`config.mk`:
```
export PLATFORM = sky130hd
export DESIGN_NAME = scpi_status_top
export DESIGN_NICKNAME = d
export VERILOG_FILES = /design/src/scpi_status_pkg.sv /design/src/scpi_status_reg.sv /design/src/scpi_status_top.sv
export VERILOG_INCLUDE_DIRS = /design/src
export SDC_FILE = /design/constraint.sdc
export NUM_CORES = 1
export LEC_CHECK = 0
export ABC_CLOCK_PERIOD_IN_PS = 2450
export BUFFER_PORTS_ARGS = -buffer_cell sky130_fd_sc_hd__buf_2
export CORE_MARGIN = 8
export CORE_UTILIZATION = 60
export DETAILED_ROUTE_END_ITERATION = 8
export PLACE_DENSITY_LB_ADDON = 0.08
export SLEW_MARGIN = 40
export SYNTH_ARGS = -nofsm -noshare
export SYNTH_HDL_FRONTEND = slang
export SYNTH_SLANG_ARGS = --single-unit
```
`constraint.sdc`:
```
create_clock -name clock_i -period 2.45 [get_ports clock_i]
set_input_delay 0.245 -clock clock_i [delete_from_list [all_inputs] [get_ports clock_i]]
set_output_delay 0.245 -clock clock_i [all_outputs]
set_load 0.02 [all_outputs]
```
`src/scpi_status_map.svh`:
```
// Width, field positions, reset values and masks of the status block.
`ifndef SCPI_STATUS_MAP_SVH
`define SCPI_STATUS_MAP_SVH

`define SCPI_REG_W          16
`define SCPI_PTR_RESET      16'hFFFF
`define SCPI_ZERO_RESET     16'h0000
`define SCPI_OPERATION_SUMMARY_USED_MASK 16'h3720
`define SCPI_OPERATION_SUMMARY_INST_BIT  13
`define SCPI_OPERATION_SUMMARY_ZERO_BIT  15
`define SCPI_INST_USED_MASK 16'h000F
`define SCPI_ESR_USED_MASK  8'hBD
`define SCPI_STB_QUEUE_BIT  2
`define SCPI_STB_QUESTIONABLE_SUMMARY_BIT   3
`define SCPI_STB_RESP_BIT   4
`define SCPI_STB_ESR_BIT    5
`define SCPI_STB_MSS_BIT    6
`define SCPI_STB_OPERATION_SUMMARY_BIT   7

`endif

```
`src/scpi_status_pkg.sv`:
```
// Types shared by the status block: command groups, fields and state.
`default_nettype none
package scpi_status_pkg;

    // Which status structure a command addresses.
    typedef enum logic [2:0] {
        GRP_OPERATION,
        GRP_INSTRUMENT,
        GRP_QUESTIONABLE,
        GRP_CHANNEL,
        GRP_STD_EVENT,
        GRP_SRV_ENABLE,
        GRP_STATUS_BYTE
    } grp_t;

    // Which sub-register of a group a command addresses.
    typedef enum logic [2:0] {
        FLD_EVENT,
        FLD_COND,
        FLD_ENABLE,
        FLD_PTR,
        FLD_NTR
    } fld_t;

    // State of one SCPI status register.
    typedef struct packed {
        logic [15:0] cond_q;
        logic [15:0] evt;
        logic [15:0] en;
        logic [15:0] ptr;
        logic [15:0] ntr;
    } sreg_state_t;

    // State of the status-byte level of the block.
    typedef struct packed {
        logic [7:0]  esr;
        logic [7:0]  ese;
        logic [7:0]  sre;
        logic [15:0] rsp_data;
        logic        rsp_valid;
        logic [15:0] poll_data;
        logic        poll_valid;
    } top_state_t;

endpackage

`default_nettype wire

```
`src/scpi_status_reg.sv`:
```
// One SCPI status register: condition, filters, latched event and enable.
`timescale 1ns/1ps
`default_nettype none
`include "scpi_status_map.svh"

module scpi_status_reg (
    input  wire logic                  clock_i,
    input  wire logic                  sys_rst_i,
    input  wire logic [15:0]           cond_i,
    input  wire logic                  wr_i,
    input  wire scpi_status_pkg::fld_t field_i,
    input  wire logic [15:0]           wdata_i,
    input  wire logic                  evt_rd_i,
    output logic      [15:0]           evt_o,
    output logic      [15:0]           en_o,
    output logic      [15:0]           ptr_o,
    output logic      [15:0]           ntr_o,
    output logic                       summary_o
);

    scpi_status_pkg::sreg_state_t st_ff;
    scpi_status_pkg::sreg_state_t nxt_st;
    logic [15:0]                  rise;
    logic [15:0]                  fall;
    logic [15:0]                  hit;

    ////////////////////////////////////////////////////////////////////////
    // Edge detection against the previous condition, gated by the filters.
    // Both filters set report either edge; both clear report nothing.
    assign rise = cond_i & ~st_ff.cond_q;
    assign fall = ~cond_i & st_ff.cond_q;
    assign hit  = (rise & st_ff.ptr) | (fall & st_ff.ntr);

    ////////////////////////////////////////////////////////////////////////
    // Next state: a new edge wins over a clearing read in the same cycle.
    always_comb begin
        nxt_st        = st_ff;
        nxt_st.cond_q = cond_i;
        nxt_st.evt    = (st_ff.evt & ~{16{evt_rd_i}}) | hit;
        if (wr_i) begin
            case (field_i)
                scpi_status_pkg::FLD_ENABLE: nxt_st.en  = wdata_i;
                scpi_status_pkg::FLD_PTR:    nxt_st.ptr = wdata_i;
                scpi_status_pkg::FLD_NTR:    nxt_st.ntr = wdata_i;
                default:                     nxt_st.en  = st_ff.en;
            endcase
        end
    end

    // Reset clears everything but the rising filter, which opens fully.
    always_ff @(posedge clock_i) begin
        if (sys_rst_i) begin
            st_ff.cond_q <= `SCPI_ZERO_RESET;
            st_ff.evt    <= `SCPI_ZERO_RESET;
            st_ff.en     <= `SCPI_ZERO_RESET;
            st_ff.ptr    <= `SCPI_PTR_RESET;
            st_ff.ntr    <= `SCPI_ZERO_RESET;
        end else begin
            st_ff <= nxt_st;
        end
    end

    // Summary follows the stored event and enable without extra delay.
    assign evt_o     = st_ff.evt;
    assign en_o      = st_ff.en;
    assign ptr_o     = st_ff.ptr;
    assign ntr_o     = st_ff.ntr;
    assign summary_o = |(st_ff.evt & st_ff.en);

endmodule

`default_nettype wire

```
`src/scpi_status_top.sv`:
```
// Status-reporting core: SCPI registers, standard events and status byte.
`timescale 1ns/1ps
`default_nettype none
`include "scpi_status_map.svh"

module scpi_status_top #(
    parameter int NUM_CH = 4,
    parameter int CH_W   = 2
) (
    input  wire logic                    clock_i,
    input  wire logic                    sys_rst_i,
    input  wire logic [15:0]             operation_cond_i,
    input  wire logic [15:0]             questionable_cond_i,
    input  wire logic [NUM_CH*16-1:0]    chan_cond_i,
    input  wire logic [7:0]              std_event_i,
    input  wire logic                    queue_not_empty_i,
    input  wire logic                    response_available_i,
    input  wire logic                    cmd_valid_i,
    input  wire logic                    cmd_write_i,
    input  wire scpi_status_pkg::grp_t   cmd_group_i,
    input  wire scpi_status_pkg::fld_t   cmd_field_i,
    input  wire logic [CH_W-1:0]         cmd_chan_i,
    input  wire logic [15:0]             cmd_wdata_i,
    input  wire logic                    poll_i,
    output logic      [15:0]             rsp_data_o,
    output logic                         rsp_valid_o,
    output logic      [15:0]             poll_data_o,
    output logic                         poll_valid_o,
    output logic      [15:0]             status_summary_byte_o,
    output logic                         srq_o
);

    ////////////////////////////////////////////////////////////////////////
    // Declarations.
    scpi_status_pkg::top_state_t st_ff;
    scpi_status_pkg::top_state_t nxt_st;

    logic [15:0] op_cond;
    logic [15:0] op_evt;
    logic [15:0] op_en;
    logic [15:0] op_ptr;
    logic [15:0] op_ntr;
    logic        op_sum;
    logic [15:0] in_cond;
    logic [15:0] in_evt;
    logic [15:0] in_en;
    logic [15:0] in_ptr;
    logic [15:0] in_ntr;
    logic        in_sum;
    logic [15:0] qu_evt;
    logic [15:0] qu_en;
    logic [15:0] qu_ptr;
    logic [15:0] qu_ntr;
    logic        qu_sum;
    logic [15:0] ch_evt [NUM_CH];
    logic [15:0] ch_en  [NUM_CH];
    logic [15:0] ch_ptr [NUM_CH];
    logic [15:0] ch_ntr [NUM_CH];
    logic [NUM_CH-1:0] ch_sum;
    logic        cmd_rd;
    logic        cmd_wr;
    logic        evt_rd;
    logic [7:0]  stb_core;
    logic        mss;
    logic [15:0] stb_word;

    ////////////////////////////////////////////////////////////////////////
    // Picks one sub-register of a SCPI structure for a read.
    function automatic logic [15:0] pick(
        input scpi_status_pkg::fld_t f,
        input logic [15:0]           c,
        input logic [15:0]           e,
        input logic [15:0]           en,
        input logic [15:0]           p,
        input logic [15:0]           n
    );
        logic [15:0] r;
        r = 16'h0000;
        case (f)
            scpi_status_pkg::FLD_EVENT:  r = e;
            scpi_status_pkg::FLD_COND:   r = c;
            scpi_status_pkg::FLD_ENABLE: r = en;
            scpi_status_pkg::FLD_PTR:    r = p;
            scpi_status_pkg::FLD_NTR:    r = n;
            default:                     r = 16'h0000;
        endcase
        return r;
    endfunction

    // Strobes decoded from the command port.
    assign cmd_rd = cmd_valid_i & ~cmd_write_i;
    assign cmd_wr = cmd_valid_i & cmd_write_i;
    assign evt_rd = cmd_rd & (cmd_field_i == scpi_status_pkg::FLD_EVENT);

    ////////////////////////////////////////////////////////////////////////
    // Condition words. Unused operation bits are masked so they never fire,
    // and bit 15 is held low whatever the input carries.
    assign op_cond = (operation_cond_i & `SCPI_OPERATION_SUMMARY_USED_MASK
                      & ~(16'h0001 << `SCPI_OPERATION_SUMMARY_ZERO_BIT)
                      & ~(16'h0001 << `SCPI_OPERATION_SUMMARY_INST_BIT))
                   | ({15'h0000, in_sum} << `SCPI_OPERATION_SUMMARY_INST_BIT);
    assign in_cond = {{(16 - NUM_CH){1'b0}}, ch_sum} & `SCPI_INST_USED_MASK;

    ////////////////////////////////////////////////////////////////////////
    // The same status register structure serves the operation, instrument, questionable and channel levels.
    scpi_status_reg u_operation (
        .clock_i   (clock_i),
        .sys_rst_i (sys_rst_i),
        .cond_i    (op_cond),
        .wr_i      (cmd_wr & (cmd_group_i == scpi_status_pkg::GRP_OPERATION)),
        .field_i   (cmd_field_i),
        .wdata_i   (cmd_wdata_i),
        .evt_rd_i  (evt_rd & (cmd_group_i == scpi_status_pkg::GRP_OPERATION)),
        .evt_o     (op_evt),
        .en_o      (op_en),
        .ptr_o     (op_ptr),
        .ntr_o     (op_ntr),
        .summary_o (op_sum)
    );

    scpi_status_reg u_instrument (
        .clock_i   (clock_i),
        .sys_rst_i (sys_rst_i),
        .cond_i    (in_cond),
        .wr_i      (cmd_wr & (cmd_group_i == scpi_status_pkg::GRP_INSTRUMENT)),
        .field_i   (cmd_field_i),
        .wdata_i   (cmd_wdata_i),
        .evt_rd_i  (evt_rd & (cmd_group_i == scpi_status_pkg::GRP_INSTRUMENT)),
        .evt_o     (in_evt),
        .en_o      (in_en),
        .ptr_o     (in_ptr),
        .ntr_o     (in_ntr),
        .summary_o (in_sum)
    );

    scpi_status_reg u_questionable (
        .clock_i   (clock_i),
        .sys_rst_i (sys_rst_i),
        .cond_i    (questionable_cond_i),
        .wr_i      (cmd_wr
                    & (cmd_group_i == scpi_status_pkg::GRP_QUESTIONABLE)),
        .field_i   (cmd_field_i),
        .wdata_i   (cmd_wdata_i),
        .evt_rd_i  (evt_rd
                    & (cmd_group_i == scpi_status_pkg::GRP_QUESTIONABLE)),
        .evt_o     (qu_evt),
        .en_o      (qu_en),
        .ptr_o     (qu_ptr),
        .ntr_o     (qu_ntr),
        .summary_o (qu_sum)
    );

    // One summary register per channel, selected by the channel index.
    for (genvar k = 0; k < NUM_CH; k++) begin : g_chan
        logic sel;
        assign sel = (cmd_group_i == scpi_status_pkg::GRP_CHANNEL)
                   & (cmd_chan_i == CH_W'(k));
        scpi_status_reg u_chan (
            .clock_i   (clock_i),
            .sys_rst_i (sys_rst_i),
            .cond_i    (chan_cond_i[k*16 +: 16]),
            .wr_i      (cmd_wr & sel),
            .field_i   (cmd_field_i),
            .wdata_i   (cmd_wdata_i),
            .evt_rd_i  (evt_rd & sel),
            .evt_o     (ch_evt[k]),
            .en_o      (ch_en[k]),
            .ptr_o     (ch_ptr[k]),
            .ntr_o     (ch_ntr[k]),
            .summary_o (ch_sum[k])
        );
    end

    ////////////////////////////////////////////////////////////////////////
    // Status byte, built combinationally so it tracks every source at once.
    always_comb begin
        stb_core                       = 8'h00;
        stb_core[`SCPI_STB_QUEUE_BIT]  = queue_not_empty_i;
        stb_core[`SCPI_STB_QUESTIONABLE_SUMMARY_BIT]   = qu_sum;
        stb_core[`SCPI_STB_RESP_BIT]   = response_available_i;
        stb_core[`SCPI_STB_ESR_BIT]    = |st_ff.esr;
        stb_core[`SCPI_STB_OPERATION_SUMMARY_BIT]   = op_sum;
    end

    // Bit 6 is excluded from its own enable so the summary cannot hold itself.
    assign mss = |(stb_core & st_ff.sre
                   & ~(8'h01 << `SCPI_STB_MSS_BIT));
    assign stb_word = {8'h00, stb_core
                       | ({7'h00, mss} << `SCPI_STB_MSS_BIT)};

    ////////////////////////////////////////////////////////////////////////
    // Standard events, enables, read responses and serial poll.
    always_comb begin
        nxt_st            = st_ff;
        nxt_st.rsp_valid  = 1'b0;
        nxt_st.poll_valid = 1'b0;
        // A read of the standard event register clears it; new events win.
        if (cmd_rd && cmd_group_i == scpi_status_pkg::GRP_STD_EVENT
            && cmd_field_i == scpi_status_pkg::FLD_EVENT) begin
            nxt_st.esr = 8'h00;
        end
        nxt_st.esr = nxt_st.esr | (std_event_i & `SCPI_ESR_USED_MASK);
        if (cmd_wr) begin
            case (cmd_group_i)
                scpi_status_pkg::GRP_STD_EVENT: begin
                    if (cmd_field_i == scpi_status_pkg::FLD_ENABLE) begin
                        nxt_st.ese = cmd_wdata_i[7:0];
                    end
                end
                scpi_status_pkg::GRP_SRV_ENABLE: begin
                    nxt_st.sre = cmd_wdata_i[7:0];
                end
                default: begin
                    nxt_st.sre = st_ff.sre;
                end
            endcase
        end
        if (cmd_rd) begin
            nxt_st.rsp_valid = 1'b1;
            case (cmd_group_i)
                scpi_status_pkg::GRP_OPERATION:
                    nxt_st.rsp_data = pick(cmd_field_i, op_cond, op_evt,
                                           op_en, op_ptr, op_ntr);
                scpi_status_pkg::GRP_INSTRUMENT:
                    nxt_st.rsp_data = pick(cmd_field_i, in_cond, in_evt,
                                           in_en, in_ptr, in_ntr);
                scpi_status_pkg::GRP_QUESTIONABLE:
                    nxt_st.rsp_data = pick(cmd_field_i, questionable_cond_i,
                                           qu_evt, qu_en, qu_ptr, qu_ntr);
                scpi_status_pkg::GRP_CHANNEL:
                    nxt_st.rsp_data = pick(cmd_field_i,
                                           chan_cond_i[cmd_chan_i*16 +: 16],
                                           ch_evt[cmd_chan_i],
                                           ch_en[cmd_chan_i],
                                           ch_ptr[cmd_chan_i],
                                           ch_ntr[cmd_chan_i]);
                scpi_status_pkg::GRP_STD_EVENT: begin
                    if (cmd_field_i == scpi_status_pkg::FLD_ENABLE) begin
                        nxt_st.rsp_data = {8'h00, st_ff.ese};
                    end else begin
                        nxt_st.rsp_data = {8'h00, st_ff.esr};
                    end
                end
                scpi_status_pkg::GRP_SRV_ENABLE:
                    nxt_st.rsp_data = {8'h00, st_ff.sre};
                // The query only samples; nothing feeding the byte changes.
                scpi_status_pkg::GRP_STATUS_BYTE:
                    nxt_st.rsp_data = stb_word;
                default:
                    nxt_st.rsp_data = 16'h0000;
            endcase
        end
        // Bit 6 of the poll answer is the pending request flag.
        if (poll_i) begin
            nxt_st.poll_valid = 1'b1;
            nxt_st.poll_data  = stb_word;
        end
    end

    // Single register stage for all top-level state.
    always_ff @(posedge clock_i) begin
        if (sys_rst_i) begin
            st_ff.esr        <= 8'h00;
            st_ff.ese        <= 8'h00;
            st_ff.sre        <= 8'h00;
            st_ff.rsp_data   <= 16'h0000;
            st_ff.rsp_valid  <= 1'b0;
            st_ff.poll_data  <= 16'h0000;
            st_ff.poll_valid <= 1'b0;
        end else begin
            st_ff <= nxt_st;
        end
    end

    ////////////////////////////////////////////////////////////////////////
    // Outputs.
    assign rsp_data_o            = st_ff.rsp_data;
    assign rsp_valid_o           = st_ff.rsp_valid;
    assign poll_data_o           = st_ff.poll_data;
    assign poll_valid_o          = st_ff.poll_valid;
    assign status_summary_byte_o = stb_word;
    assign srq_o                 = mss;

endmodule

`default_nettype wire

```
# --- Word level (Yosys, flattened, before mapping) ---
# Cells that the tools add are included.
totals:
  ff_bits: 610
  in_bits: 135
  wordCells: 220
classes:
  n_lt_le_gt_ge: 1
  eq_ne: 13
  shift: 1
  n_mux: 21
  bitwise_logic: 104
  reduce_logical: 37
op_table:
  columns: ["operator", "n"]
  rows:
  - ["$and 16x16->16", 40]
  - ["$pmux 16 s5", 4]
  - ["$not 16->16", 19]
  - ["$or 16x16->16", 14]
  - ["$bmux 16 s2", 4]
  - ["$mux 16", 8]
  - ["$pmux 16 s7", 1]
  - ["$reduce_or 16->1", 7]
  - ["$shiftx 64x7->16", 1]
  - ["$reduce_and 2->1", 22]
  - ["$and 1x1->1", 21]
  - ["$and 14x16->16", 1]
  - ["$and 4x16->16", 1]
  - ["$mux 8", 2]
  - ["$not 14->16", 1]
  - ["$not 4->16", 1]
  - ["$or 13x14->14", 1]
  - ["$eq 3x2->1 const B", 4]
  - ["$eq 3x3->1 const B", 4]
  - ["$and 8x8->8", 1]
  - ["$or 8x7->8", 1]
  - ["$or 8x8->8", 1]
  - ["$reduce_or 8->1", 1]
  - ["$reduce_or 7->1", 1]
  - ["other kinds (11)", 16]

# --- Longest topological paths before layout ---
# Gate-level depths: netlist of run 1.
logic_depth:
  word_depth: 8
  depth_mapped: 9

# --- Modules after synthesis ---
# Synthesis of run 1 repeated with hierarchy kept, for this count alone.
unflattened:
  cells_unflattened: 3725
  hier_area_um2: 32203.4
by_module_without_submodules:
  columns: ["module", "instances", "cells_per_inst", "area_per_inst_um2", "seq_area_each_um2"]
  rows:
  - ["scpi_status_reg", 7, 404, 3547.2, 1601.5]
  - ["scpi_status_top", 1, 897, 7373.3, 920.9]

# --- Worst setup path after synthesis of run 1 ---
# OpenSTA, ideal clock, no wires.
synth_timing:
  path_type: "register -> register"
  startpoint: "register st_ff[53] (netlist name)"
  endpoint: "register st_ff, in the netlist rsp_data_o[6]"
  arrival_ns: 1.938
  path_slack_ns: 0.381
  stages_incl_launch_ff: 7
  path_buffers: 0
  period_less_slack_ns: 2.069
  cell_sequence: "dfxtp_1 > nor4_1 > nand2_1 > a222oi_1 > o221ai_1 > a211oi_1 > o32ai_1"
synth_between:
  elab_chain_cells: 5
synth_lines:
  columns: ["item", "line", "source"]
  rows:
  - ["from (decl)", "scpi_status_top.sv:35", "scpi_status_pkg::top_state_t st_ff;"]
  - ["from (signal assigned)", "scpi_status_top.sv:271", "st_ff <= nxt_st;"]
  - ["$reduce_or 8->1", "scpi_status_top.sv:181", "stb_core[`SCPI_STB_ESR_BIT] = |st_ff.esr;"]
  - ["$and 8x8->8", "scpi_status_top.sv:186", "assign mss = |(stb_core & st_ff.sre"]
  - ["$reduce_or 7->1", "scpi_status_top.sv:186", null]
  - ["via srq_o", "scpi_status_top.sv:30", "output logic srq_o"]
  - ["$or 8x7->8", "scpi_status_top.sv:188", "assign stb_word = {8'h00, stb_core"]
  - ["$pmux 16 s7", "scpi_status_top.sv:220", "case (cmd_group_i)"]
# The timed path passes the listed nets, and every way through them passes these cells.
# A chain may end at the register's enable or synchronous reset.

# --- Worst setup path after layout of run 1 ---
layout_timing:
  startpoint: "register st_ff[55] (netlist name)"
  endpoint: "output port srq_o"
layout_between:
  elab_chain_cells: 3
layout_lines:
  columns: ["item", "line"]
  rows:
  - ["$reduce_or 8->1", "scpi_status_top.sv:181"]
  - ["$and 8x8->8", "scpi_status_top.sv:186"]
  - ["$reduce_or 7->1", "scpi_status_top.sv:186"]
  - ["to (decl)", "scpi_status_top.sv:30"]
# No other way between the ends.

==> impl_metrics.prom, run 1 <==
# TYPE chip_impl_metric gauge
chip_impl_info{name="outcome",value="finished, final reports clean"} 1
chip_impl_metric{name="timing.clock.skew",unit="ns"} 0.0218
chip_impl_metric{name="fill_cell_count",unit=""} 3412
chip_impl_metric{name="synth_sequential_area_ratio",unit=""} 0.441
chip_impl_info{name="crit-reg2reg-capture",value="rsp_data_o[13]"} 1
chip_impl_metric{name="netlist_instances",unit=""} 3024
chip_impl_metric{name="ys_warn_count",unit=""} 0
chip_impl_metric{name="clock_sink_count",unit=""} 584
chip_impl_metric{name="finalHoldViolCount",unit=""} 0
chip_impl_metric{name="antenna_found_initial",unit=""} 1
chip_impl_metric{name="fin_crit_sh",unit=""} 0.999
chip_impl_metric{name="postLayoutSetupSlackWorst",unit="ns"} 0.00161
chip_impl_metric{name="num_vias",unit=""} 24800
chip_impl_metric{name="floorplan.initialDensity",unit=""} 0.604
chip_impl_metric{name="num_rows",unit=""} 77
chip_impl_metric{name="detail_route.first_pass.iterations",unit=""} 7
chip_impl_metric{name="wirelength",unit="um"} 97000
chip_impl_metric{name="tightestPinTransition",unit="ns"} 0.814
chip_impl_info{name="cts_root_buf",value="clkbuf_16"} 1
chip_impl_metric{name="power.static_leakage",unit="nW"} 11.8
chip_impl_metric{name="port_buffers",unit=""} 152
chip_impl_metric{name="reg2regPathDepth",unit=""} 7
chip_impl_metric{name="dp_slack",unit="ns"} 0.0549
chip_impl_metric{name="grt_overflow",unit=""} 0
chip_impl_info{name="cts_tree",value="yes"} 1
chip_impl_metric{name="final_setup_violating_endpoints",unit=""} 0
chip_impl_info{name="startpoint_type",value="flop"} 1
chip_impl_metric{name="post-route-min-period",unit="ns"} 2.45
chip_impl_info{name="synth_common_cells",value="nand2_1 (613), dfxtp_1 (584), a21oi_1 (321)"} 1
chip_impl_metric{name="max_freq",unit="MHz"} 408
chip_impl_metric{name="hpwlAfterDp",unit="um"} 65000
chip_impl_metric{name="cp_slowest_stage_delay",unit="ns"} 0.38
chip_impl_info{name="end_kind",value="primary output"} 1
chip_impl_metric{name="postSynthAreaPerCell",unit="um2"} 8.77
chip_impl_metric{name="crit_buf_inv",unit=""} 1
chip_impl_metric{name="cts_buffer_depth",unit=""} 3
chip_impl_metric{name="antenna_violating_nets_post_route",unit=""} 0
chip_impl_metric{name="place_congestion",unit=""} 0.952
chip_impl_metric{name="first_global_vias",unit=""} 24300
chip_impl_metric{name="drv.max_cap_violation_count",unit=""} 0
chip_impl_metric{name="routed_via_density",unit=""} 6.39
chip_impl_metric{name="multi_input_area",unit="um2"} 13600
chip_impl_metric{name="floorplan.core_area",unit="um2"} 43900
chip_impl_info{name="path_class",value="flop to primary output"} 1
chip_impl_metric{name="final_net_count",unit=""} 3384
chip_impl_info{name="hold_path_class",value="input port to flop"} 1
chip_impl_metric{name="die_footprint",unit="um2"} 51200
chip_impl_metric{name="die_y",unit="um"} 226
chip_impl_metric{name="power_density",unit="nW/um2"} 676
chip_impl_metric{name="crit_arrival",unit="ns"} 2.20
chip_impl_metric{name="worstPathRequired",unit="ns"} 2.20
chip_impl_info{name="worstHoldEndpoint",value="g_chan[0].u_chan.st_ff[78]"} 1
chip_impl_metric{name="synthDistinctLibCells",unit=""} 67
chip_impl_metric{name="regToRegSetupSlack",unit="ns"} 0.10
chip_impl_metric{name="ir_drop",unit="mV"} 0.611
chip_impl_metric{name="design_power_total",unit="mW"} 21.2
chip_impl_info{name="kind_of_cell_adding_the_most_delay_to_the_critical_path",value="compound AO/OA/AOI/OAI gates"} 1
chip_impl_metric{name="numCtsBuffers",unit=""} 60
chip_impl_metric{name="critPathMaxFanout",unit=""} 4
chip_impl_metric{name="worst_skew_pair_later_pin_latency",unit="ns"} 0.65
chip_impl_metric{name="grt_util_all_layers",unit=""} 0.370
chip_impl_metric{name="drc",unit=""} 0
chip_impl_metric{name="syn-cell-area",unit="um2"} 26500
chip_impl_info{name="worst_r2r_start",value="u_instrument.evt_o[10]"} 1
chip_impl_metric{name="drv_slew",unit=""} 0
chip_impl_metric{name="detail_route.iter0.violations",unit=""} 3289
chip_impl_info{name="rsz0062_at_grt",value="yes"} 1
chip_impl_metric{name="synth_largest_type_area_fraction",unit=""} 0.441
chip_impl_metric{name="async_reset_ff_frac",unit=""} 0
chip_impl_metric{name="h-tree-depth",unit=""} 2
chip_impl_metric{name="regArea",unit="um2"} 11700
chip_impl_info{name="hold_path_startpoint",value="sys_rst_i"} 1
chip_impl_metric{name="grt_max_degree",unit=""} 106
chip_impl_info{name="ys.flop_type",value="dfxtp_1"} 1
chip_impl_metric{name="synth_edf_count",unit=""} 0
chip_impl_metric{name="boundaryPins",unit=""} 186
chip_impl_metric{name="relative_slew_slack",unit=""} 0.457
chip_impl_metric{name="dieWidth",unit="um"} 226
chip_impl_metric{name="area.growth.synth_to_final",unit="%"} 18.4
chip_impl_metric{name="ys_ff_latch",unit=""} 584
chip_impl_info{name="most_area_consuming_cells_after_synthesis",value="dfxtp_1 (44%), nand2_1 (8.7%), mux4_2 (6.6%)"} 1
chip_impl_metric{name="detail_route.wl_per_cell",unit="um"} 25.0
chip_impl_info{name="synth_largest_area_cell",value="dfxtp_1"} 1
chip_impl_metric{name="layout-drive-gt1-share",unit=""} 0.166
chip_impl_metric{name="cts.clk_slew.worst_paths",unit="ns"} 0.06
chip_impl_info{name="yosys.cell_count.top_type",value="nand2_1"} 1
chip_impl_metric{name="wire_length_of_the_first_global_routing_pass",unit="um"} 145000
chip_impl_info{name="worst_path_max_delay_cell",value="a222oi_1"} 1
chip_impl_metric{name="holdPathStages",unit=""} 2
chip_impl_metric{name="cp.depth",unit=""} 5
chip_impl_info{name="cp_cell_sequence",value="nor4_4 > nand2_1 > a222oi_1 > o221ai_2 > buf_4"} 1
==> placed cells by master (no fill, tap or decap), types with 10 or more instances in the layout <==
| master | count |
|---|---|
| a211o_1 | 47 |
| nand2_1 | 613 |
| buf_4 | 151 |
| mux4_2 | 78 |
| dfxtp_1 | 582 |
| nand3_1 | 29 |
| and2_1 | 30 |
| mux2i_1 | 124 |
| nand3b_1 | 156 |
| buf_12 | 25 |
| a221oi_1 | 49 |
| a22oi_1 | 28 |
| clkbuf_8 | 10 |
| nor2_1 | 212 |
| conb_1 | 20 |
| clkbuf_16 | 60 |
| and3_1 | 23 |
| mux2_2 | 18 |
| a21oi_1 | 321 |
| dlygate4sd3_1 | 95 |
| a22o_1 | 40 |
| buf_2 | 147 |
| clkbuf_1 | 15 |
| o22ai_1 | 32 |
| o21ai_0 | 115 |
| nor2b_1 | 125 |
==> kinds of logic after synthesis <==
group | after synthesis | share of synthesized area
flip-flops | 584 | 0.441
other | 1 | 0.000141
buffers and inverters | 284 | 0.0513
AND/OR/NAND/NOR | 1246 | 0.226
AO/OA/AOI/OAI | 689 | 0.161
multiplexers | 220 | 0.121
==> state kept, by name, summed over array words and instances (netlist names), 4 cells and up <==
signal / count
g_chan.u_chan.en_o: 64
g_chan.u_chan.evt_o: 64
g_chan.u_chan.ntr_o: 64
g_chan.u_chan.ptr_o: 64
g_chan.u_chan.st_ff: 64
poll_data_o: 6
rsp_data_o: 16
st_ff: 22
u_instrument.en_o: 16
u_instrument.evt_o: 16
u_instrument.ntr_o: 16
u_instrument.ptr_o: 16
u_instrument.st_ff: 4
u_operation.en_o: 16
u_operation.evt_o: 16
u_operation.ntr_o: 16
u_operation.ptr_o: 16
u_operation.st_ff: 6
u_questionable.en_o: 16
u_questionable.evt_o: 16
u_questionable.ntr_o: 16
u_questionable.ptr_o: 16
u_questionable.st_ff: 16
==> how the worst max path moves through the flow <==
stage | start | endpoint | slack, ns
floorplan | st_ff[53] | rsp_data_o[6] | 0.38
global placement | cmd_chan_i[0] | rsp_data_o[6] | 0.11
detailed placement | cmd_chan_i[0] | g_chan[1].u_chan.ntr_o[1] | 0.05
CTS | u_operation.evt_o[4] | status_summary_byte_o[6] | 0.003
global route | st_ff[55] | srq_o | -0.13
finish | st_ff[55] | srq_o | 0.002
==> area by class of cell <==
| cell class | instances | share of cell area |
|---|---|---|
| sequential | 584 | 0.372 |
| clock buffer | 85 | 0.0540 |
| multi-input combinational | 2175 | 0.433 |
| antenna | 1 | 0.0000797 |
| timing repair buffer | 419 | 0.106 |
| inverter | 9 | 0.00108 |
| tap | 592 | 0.0236 |
| clock inverter | 20 | 0.00920 |
==> where the power goes <==
| part | leakage (nW) | total (mW) | internal (mW) | switching, mW |
|---|---|---|---|---|
| Combinational | 6.07 | 1.91 | 0.774 | 1.14 |
| Clock | 0.971 | 9.38 | 5.43 | 3.94 |
| Sequential | 4.76 | 9.92 | 9.72 | 0.206 |
==> stage by stage <==
| step | area [um2] | instances | setup TNS [ns] | utilization | hold slack (ns) |
|---|---|---|---|---|---|
| after floorplan | 26600 | 3043 | 0 | - | 0.362 |
| after global placement | 28400 | 3681 | 0 | 0.646 | 0.440 |
| after detailed placement | 28400 | 3681 | 0 | 0.646 | 0.448 |
| after CTS | 31300 | 3883 | 0 | 0.713 | 0.0740 |
| after global routing | 31400 | 3884 | -0.252 | 0.715 | 0.110 |
| final | 31400 | 3885 | 0 | 0.715 | 0.105 |
==> what timing repair did <==
action,4_1_cts,5_1_grt
setup buffers,2,1
hold buffers,95,0
pin swaps,3,4
endpoints found under the hold margin,105,0
gates resized for setup,7,11
endpoints found under the setup margin,4,4
==> metal layers <==
layer / global-route usage / vias up / part of all wire
met4: 0.241 / 2 / 0.070
met3: 0.0715 / 388 / 0.098
li1: - / 11000 / -
met2: 0.603 / 1459 / 0.47
met5: 0 / - / 0.00012
met1: 0.444 / 12000 / 0.36
(Power assumes the default switching activity.)
==> run 2: changes to the inputs <==
SETUP_SLACK_MARGIN = 0.2   (was not set)
==> run 2 against run 1 <==
  * Utilization is 0.23 points higher
  * Maximum frequency increased by 0.15%
  * Flip-flop and latch count stayed put
  * Power is 0.12% higher
  * Register-to-register slack improved by 0.26 ns
  * Global-route usage rose by 0.11 points
  * Non-clock buffer count up 7
  * First-iteration DRC count decreased by 0.70%
  * Worst hold slack worse by 0.0060 ns
  * Critical endpoint unchanged
  * Largest cell class unchanged
  * Largest power group unchanged
==> impl_metrics.prom, run 2 (same netlist as run 1, synthesis figures left out) <==
# TYPE chip_impl_metric gauge
chip_impl_metric{name="detail_route.first_pass.iterations",unit=""} 6
chip_impl_metric{name="post-route-min-period",unit="ns"} 2.44
chip_impl_metric{name="numCtsBuffers",unit=""} 60
chip_impl_info{name="worst_path_max_delay_cell",value="dfxtp_4"} 1
chip_impl_metric{name="grt_overflow",unit=""} 0
chip_impl_metric{name="timing.clock.skew",unit="ns"} 0.0265
chip_impl_info{name="cts_tree",value="yes"} 1
chip_impl_metric{name="worstPathRequired",unit="ns"} 2.20
chip_impl_metric{name="routed_via_density",unit=""} 6.41
chip_impl_metric{name="layout-drive-gt1-share",unit=""} 0.172
chip_impl_metric{name="relative_slew_slack",unit=""} 0.459
chip_impl_metric{name="finalHoldWorstSlack",unit="ns"} 0.0987
chip_impl_info{name="crit-reg2reg-capture",value="rsp_data_o[0]"} 1
chip_impl_metric{name="port_buffers",unit=""} 152
chip_impl_info{name="leading_cell_type_in_the_layout_fill_and_taps_excluded",value="nand2_1"} 1
chip_impl_metric{name="regToRegSetupSlack",unit="ns"} 0.36
chip_impl_metric{name="fill_cell_count",unit=""} 3411
chip_impl_metric{name="cp_slowest_stage_delay",unit="ns"} 0.35
chip_impl_metric{name="h-tree-depth",unit=""} 2
chip_impl_metric{name="detail_route.wl_per_cell",unit="um"} 25.0
chip_impl_info{name="path_class",value="flop to primary output"} 1
chip_impl_metric{name="die_footprint",unit="um2"} 51200
chip_impl_metric{name="max_freq",unit="MHz"} 409
chip_impl_metric{name="worst_skew_pair_later_pin_latency",unit="ns"} 0.65
chip_impl_metric{name="boundaryPins",unit=""} 186
chip_impl_metric{name="area.growth.synth_to_final",unit="%"} 18.8
chip_impl_metric{name="ir_drop",unit="mV"} 0.609
chip_impl_info{name="layout_common_cells",value="nand2_1 (613), dfxtp_1 (574), a21oi_1 (321)"} 1
chip_impl_info{name="cp_cell_sequence",value="nor4_4 > nand2_1 > a222oi_1 > o221ai_2 > buf_4"} 1
chip_impl_metric{name="drc",unit=""} 0
chip_impl_metric{name="place_congestion",unit=""} 0.952
chip_impl_metric{name="wire_length_of_the_first_global_routing_pass",unit="um"} 146000
chip_impl_metric{name="grt_max_degree",unit=""} 106
chip_impl_metric{name="finalNonFillerCells",unit=""} 3892
chip_impl_info{name="hold_path_startpoint",value="sys_rst_i"} 1
chip_impl_metric{name="drv.max_cap_violation_count",unit=""} 0
chip_impl_metric{name="tightestPinTransition",unit="ns"} 0.811
chip_impl_metric{name="hpwlAfterDp",unit="um"} 65000
chip_impl_info{name="worst_r2r_start",value="g_chan[0].u_chan.evt_o[14]"} 1
chip_impl_info{name="cts_root_buf",value="clkbuf_16"} 1
chip_impl_info{name="end_kind",value="primary output"} 1
chip_impl_info{name="outcome",value="finished, final reports clean"} 1
chip_impl_metric{name="floorplan.initialDensity",unit=""} 0.604
chip_impl_metric{name="antenna_found_initial",unit=""} 1
chip_impl_metric{name="design_power_total",unit="mW"} 21.2
chip_impl_info{name="startpoint_type",value="flop"} 1
chip_impl_metric{name="clock_sink_count",unit=""} 584
chip_impl_metric{name="drv_slew",unit=""} 0
chip_impl_metric{name="final_net_count",unit=""} 3391
chip_impl_metric{name="finalHoldViolCount",unit=""} 0
chip_impl_metric{name="dp_cells",unit=""} 3681
chip_impl_metric{name="crit_arrival",unit="ns"} 2.20
chip_impl_metric{name="cts_buffer_depth",unit=""} 3
chip_impl_metric{name="num_rows",unit=""} 77
chip_impl_info{name="hold_path_class",value="input port to flop"} 1
chip_impl_metric{name="power.static_leakage",unit="nW"} 11.8
chip_impl_info{name="worstHoldEndpoint",value="g_chan[0].u_chan.st_ff[78]"} 1
chip_impl_info{name="kind_of_cell_adding_the_most_delay_to_the_critical_path",value="compound AO/OA/AOI/OAI gates"} 1
chip_impl_metric{name="holdPathStages",unit=""} 2
chip_impl_metric{name="crit_buf_inv",unit=""} 1
chip_impl_metric{name="final_setup_violating_endpoints",unit=""} 0
chip_impl_metric{name="detail_route.iter0.violations",unit=""} 3266
chip_impl_metric{name="fin_crit_sh",unit=""} 0.998
chip_impl_metric{name="dieWidth",unit="um"} 226
chip_impl_metric{name="antenna_violating_nets_post_route",unit=""} 0
chip_impl_metric{name="floorplan.core_area",unit="um2"} 43900
chip_impl_metric{name="first_global_vias",unit=""} 24300
chip_impl_metric{name="cts.clk_slew.worst_paths",unit="ns"} 0.06
chip_impl_metric{name="num_vias",unit=""} 24900
chip_impl_metric{name="reg2regPathDepth",unit=""} 6
chip_impl_metric{name="grt_util_all_layers",unit=""} 0.371
chip_impl_metric{name="die_y",unit="um"} 226
chip_impl_metric{name="power_density",unit="nW/um2"} 674
chip_impl_metric{name="critPathMaxFanout",unit=""} 4
chip_impl_info{name="rsz0062_at_grt",value="yes"} 1
chip_impl_metric{name="wirelength",unit="um"} 97200
-- run 2: cell count changes in the layout (fill, tap and decap cells not counted), sizes merged --
cell	change
buf	+7
-- run 2: worst max path at each step --
stage,from,to,slack (ns),depth (start not counted)
6_report,st_ff[55],srq_o,0.005,5
5_1_grt,st_ff[55],srq_o,-0.13,5
4_1_cts,st_ff[55],status_summary_byte_o[6],0.05,5
3_5_place_dp,cmd_chan_i[0],g_chan[1].u_chan.ntr_o[1],0.05,9
3_3_place_gp,cmd_chan_i[0],rsp_data_o[6],0.11,9
2_1_floorplan,st_ff[53],rsp_data_o[6],0.38,6
-- run 2: per-layer routing --
metal	GRT usage	routed length (um)	vias up	part of all wire
met5	0	12	-	0.00012
met4	0.240	6750	2	0.069
met3	0.0722	9320	381	0.096
met2	0.607	45600	1457	0.47
met1	0.444	35500	12100	0.37
li1	-	-	11000	-
-- run 2: stage by stage --
step / cell area (um2) / setup TNS [ns] / util / setup WS [ns]
floorplan: 26600 / 0 / - / 0.381
global placement: 28400 / 0 / 0.646 / 0.107
detailed placement: 28400 / 0 / 0.646 / 0.0549
CTS: 31500 / 0 / 0.716 / 0.0549
global route: 31500 / -0.259 / 0.717 / -0.130
finish: 31500 / 0 / 0.717 / 0.00520
-- run 2: what timing repair did --
action                     in CTS  in global routing
setup endpoints to repair       5                  5
setup buffers                   6                  4
gates resized for setup        32                  7
pin swaps                       8                  4
hold endpoints to repair      105                  0
hold buffers                   95                  0
-- run 2: worst reg2reg max path, stage by stage (launching register included) --
cell and delay [ns]:
dfxtp_1 0.38, a22o_1 0.21, a221oi_1 0.34, and4_1 0.35, o2bb2ai_1 0.13, a2111oi_0 0.41
o22ai_1 0.14
-- run 2: area by class of cell --
type                            count  area (um2)  area share
Antenna cell                        1        2.50   0.0000794
Clock buffer                       85        1700      0.0538
Clock inverter                     20         289     0.00917
Inverter                            9        33.8     0.00107
Multi-Input combinational cell   2175       13600       0.433
Sequential cell                   584       11700       0.372
Tap cell                          592         741      0.0235
Timing Repair Buffer              426        3410       0.108
-- run 2: power breakdown --
part	leakage (nW)	internal, mW	switching (mW)
Combinational	6.11	0.779	1.14
Clock	0.971	5.43	3.96
Sequential	4.77	9.72	0.208
Total	11.8	15.9	5.31
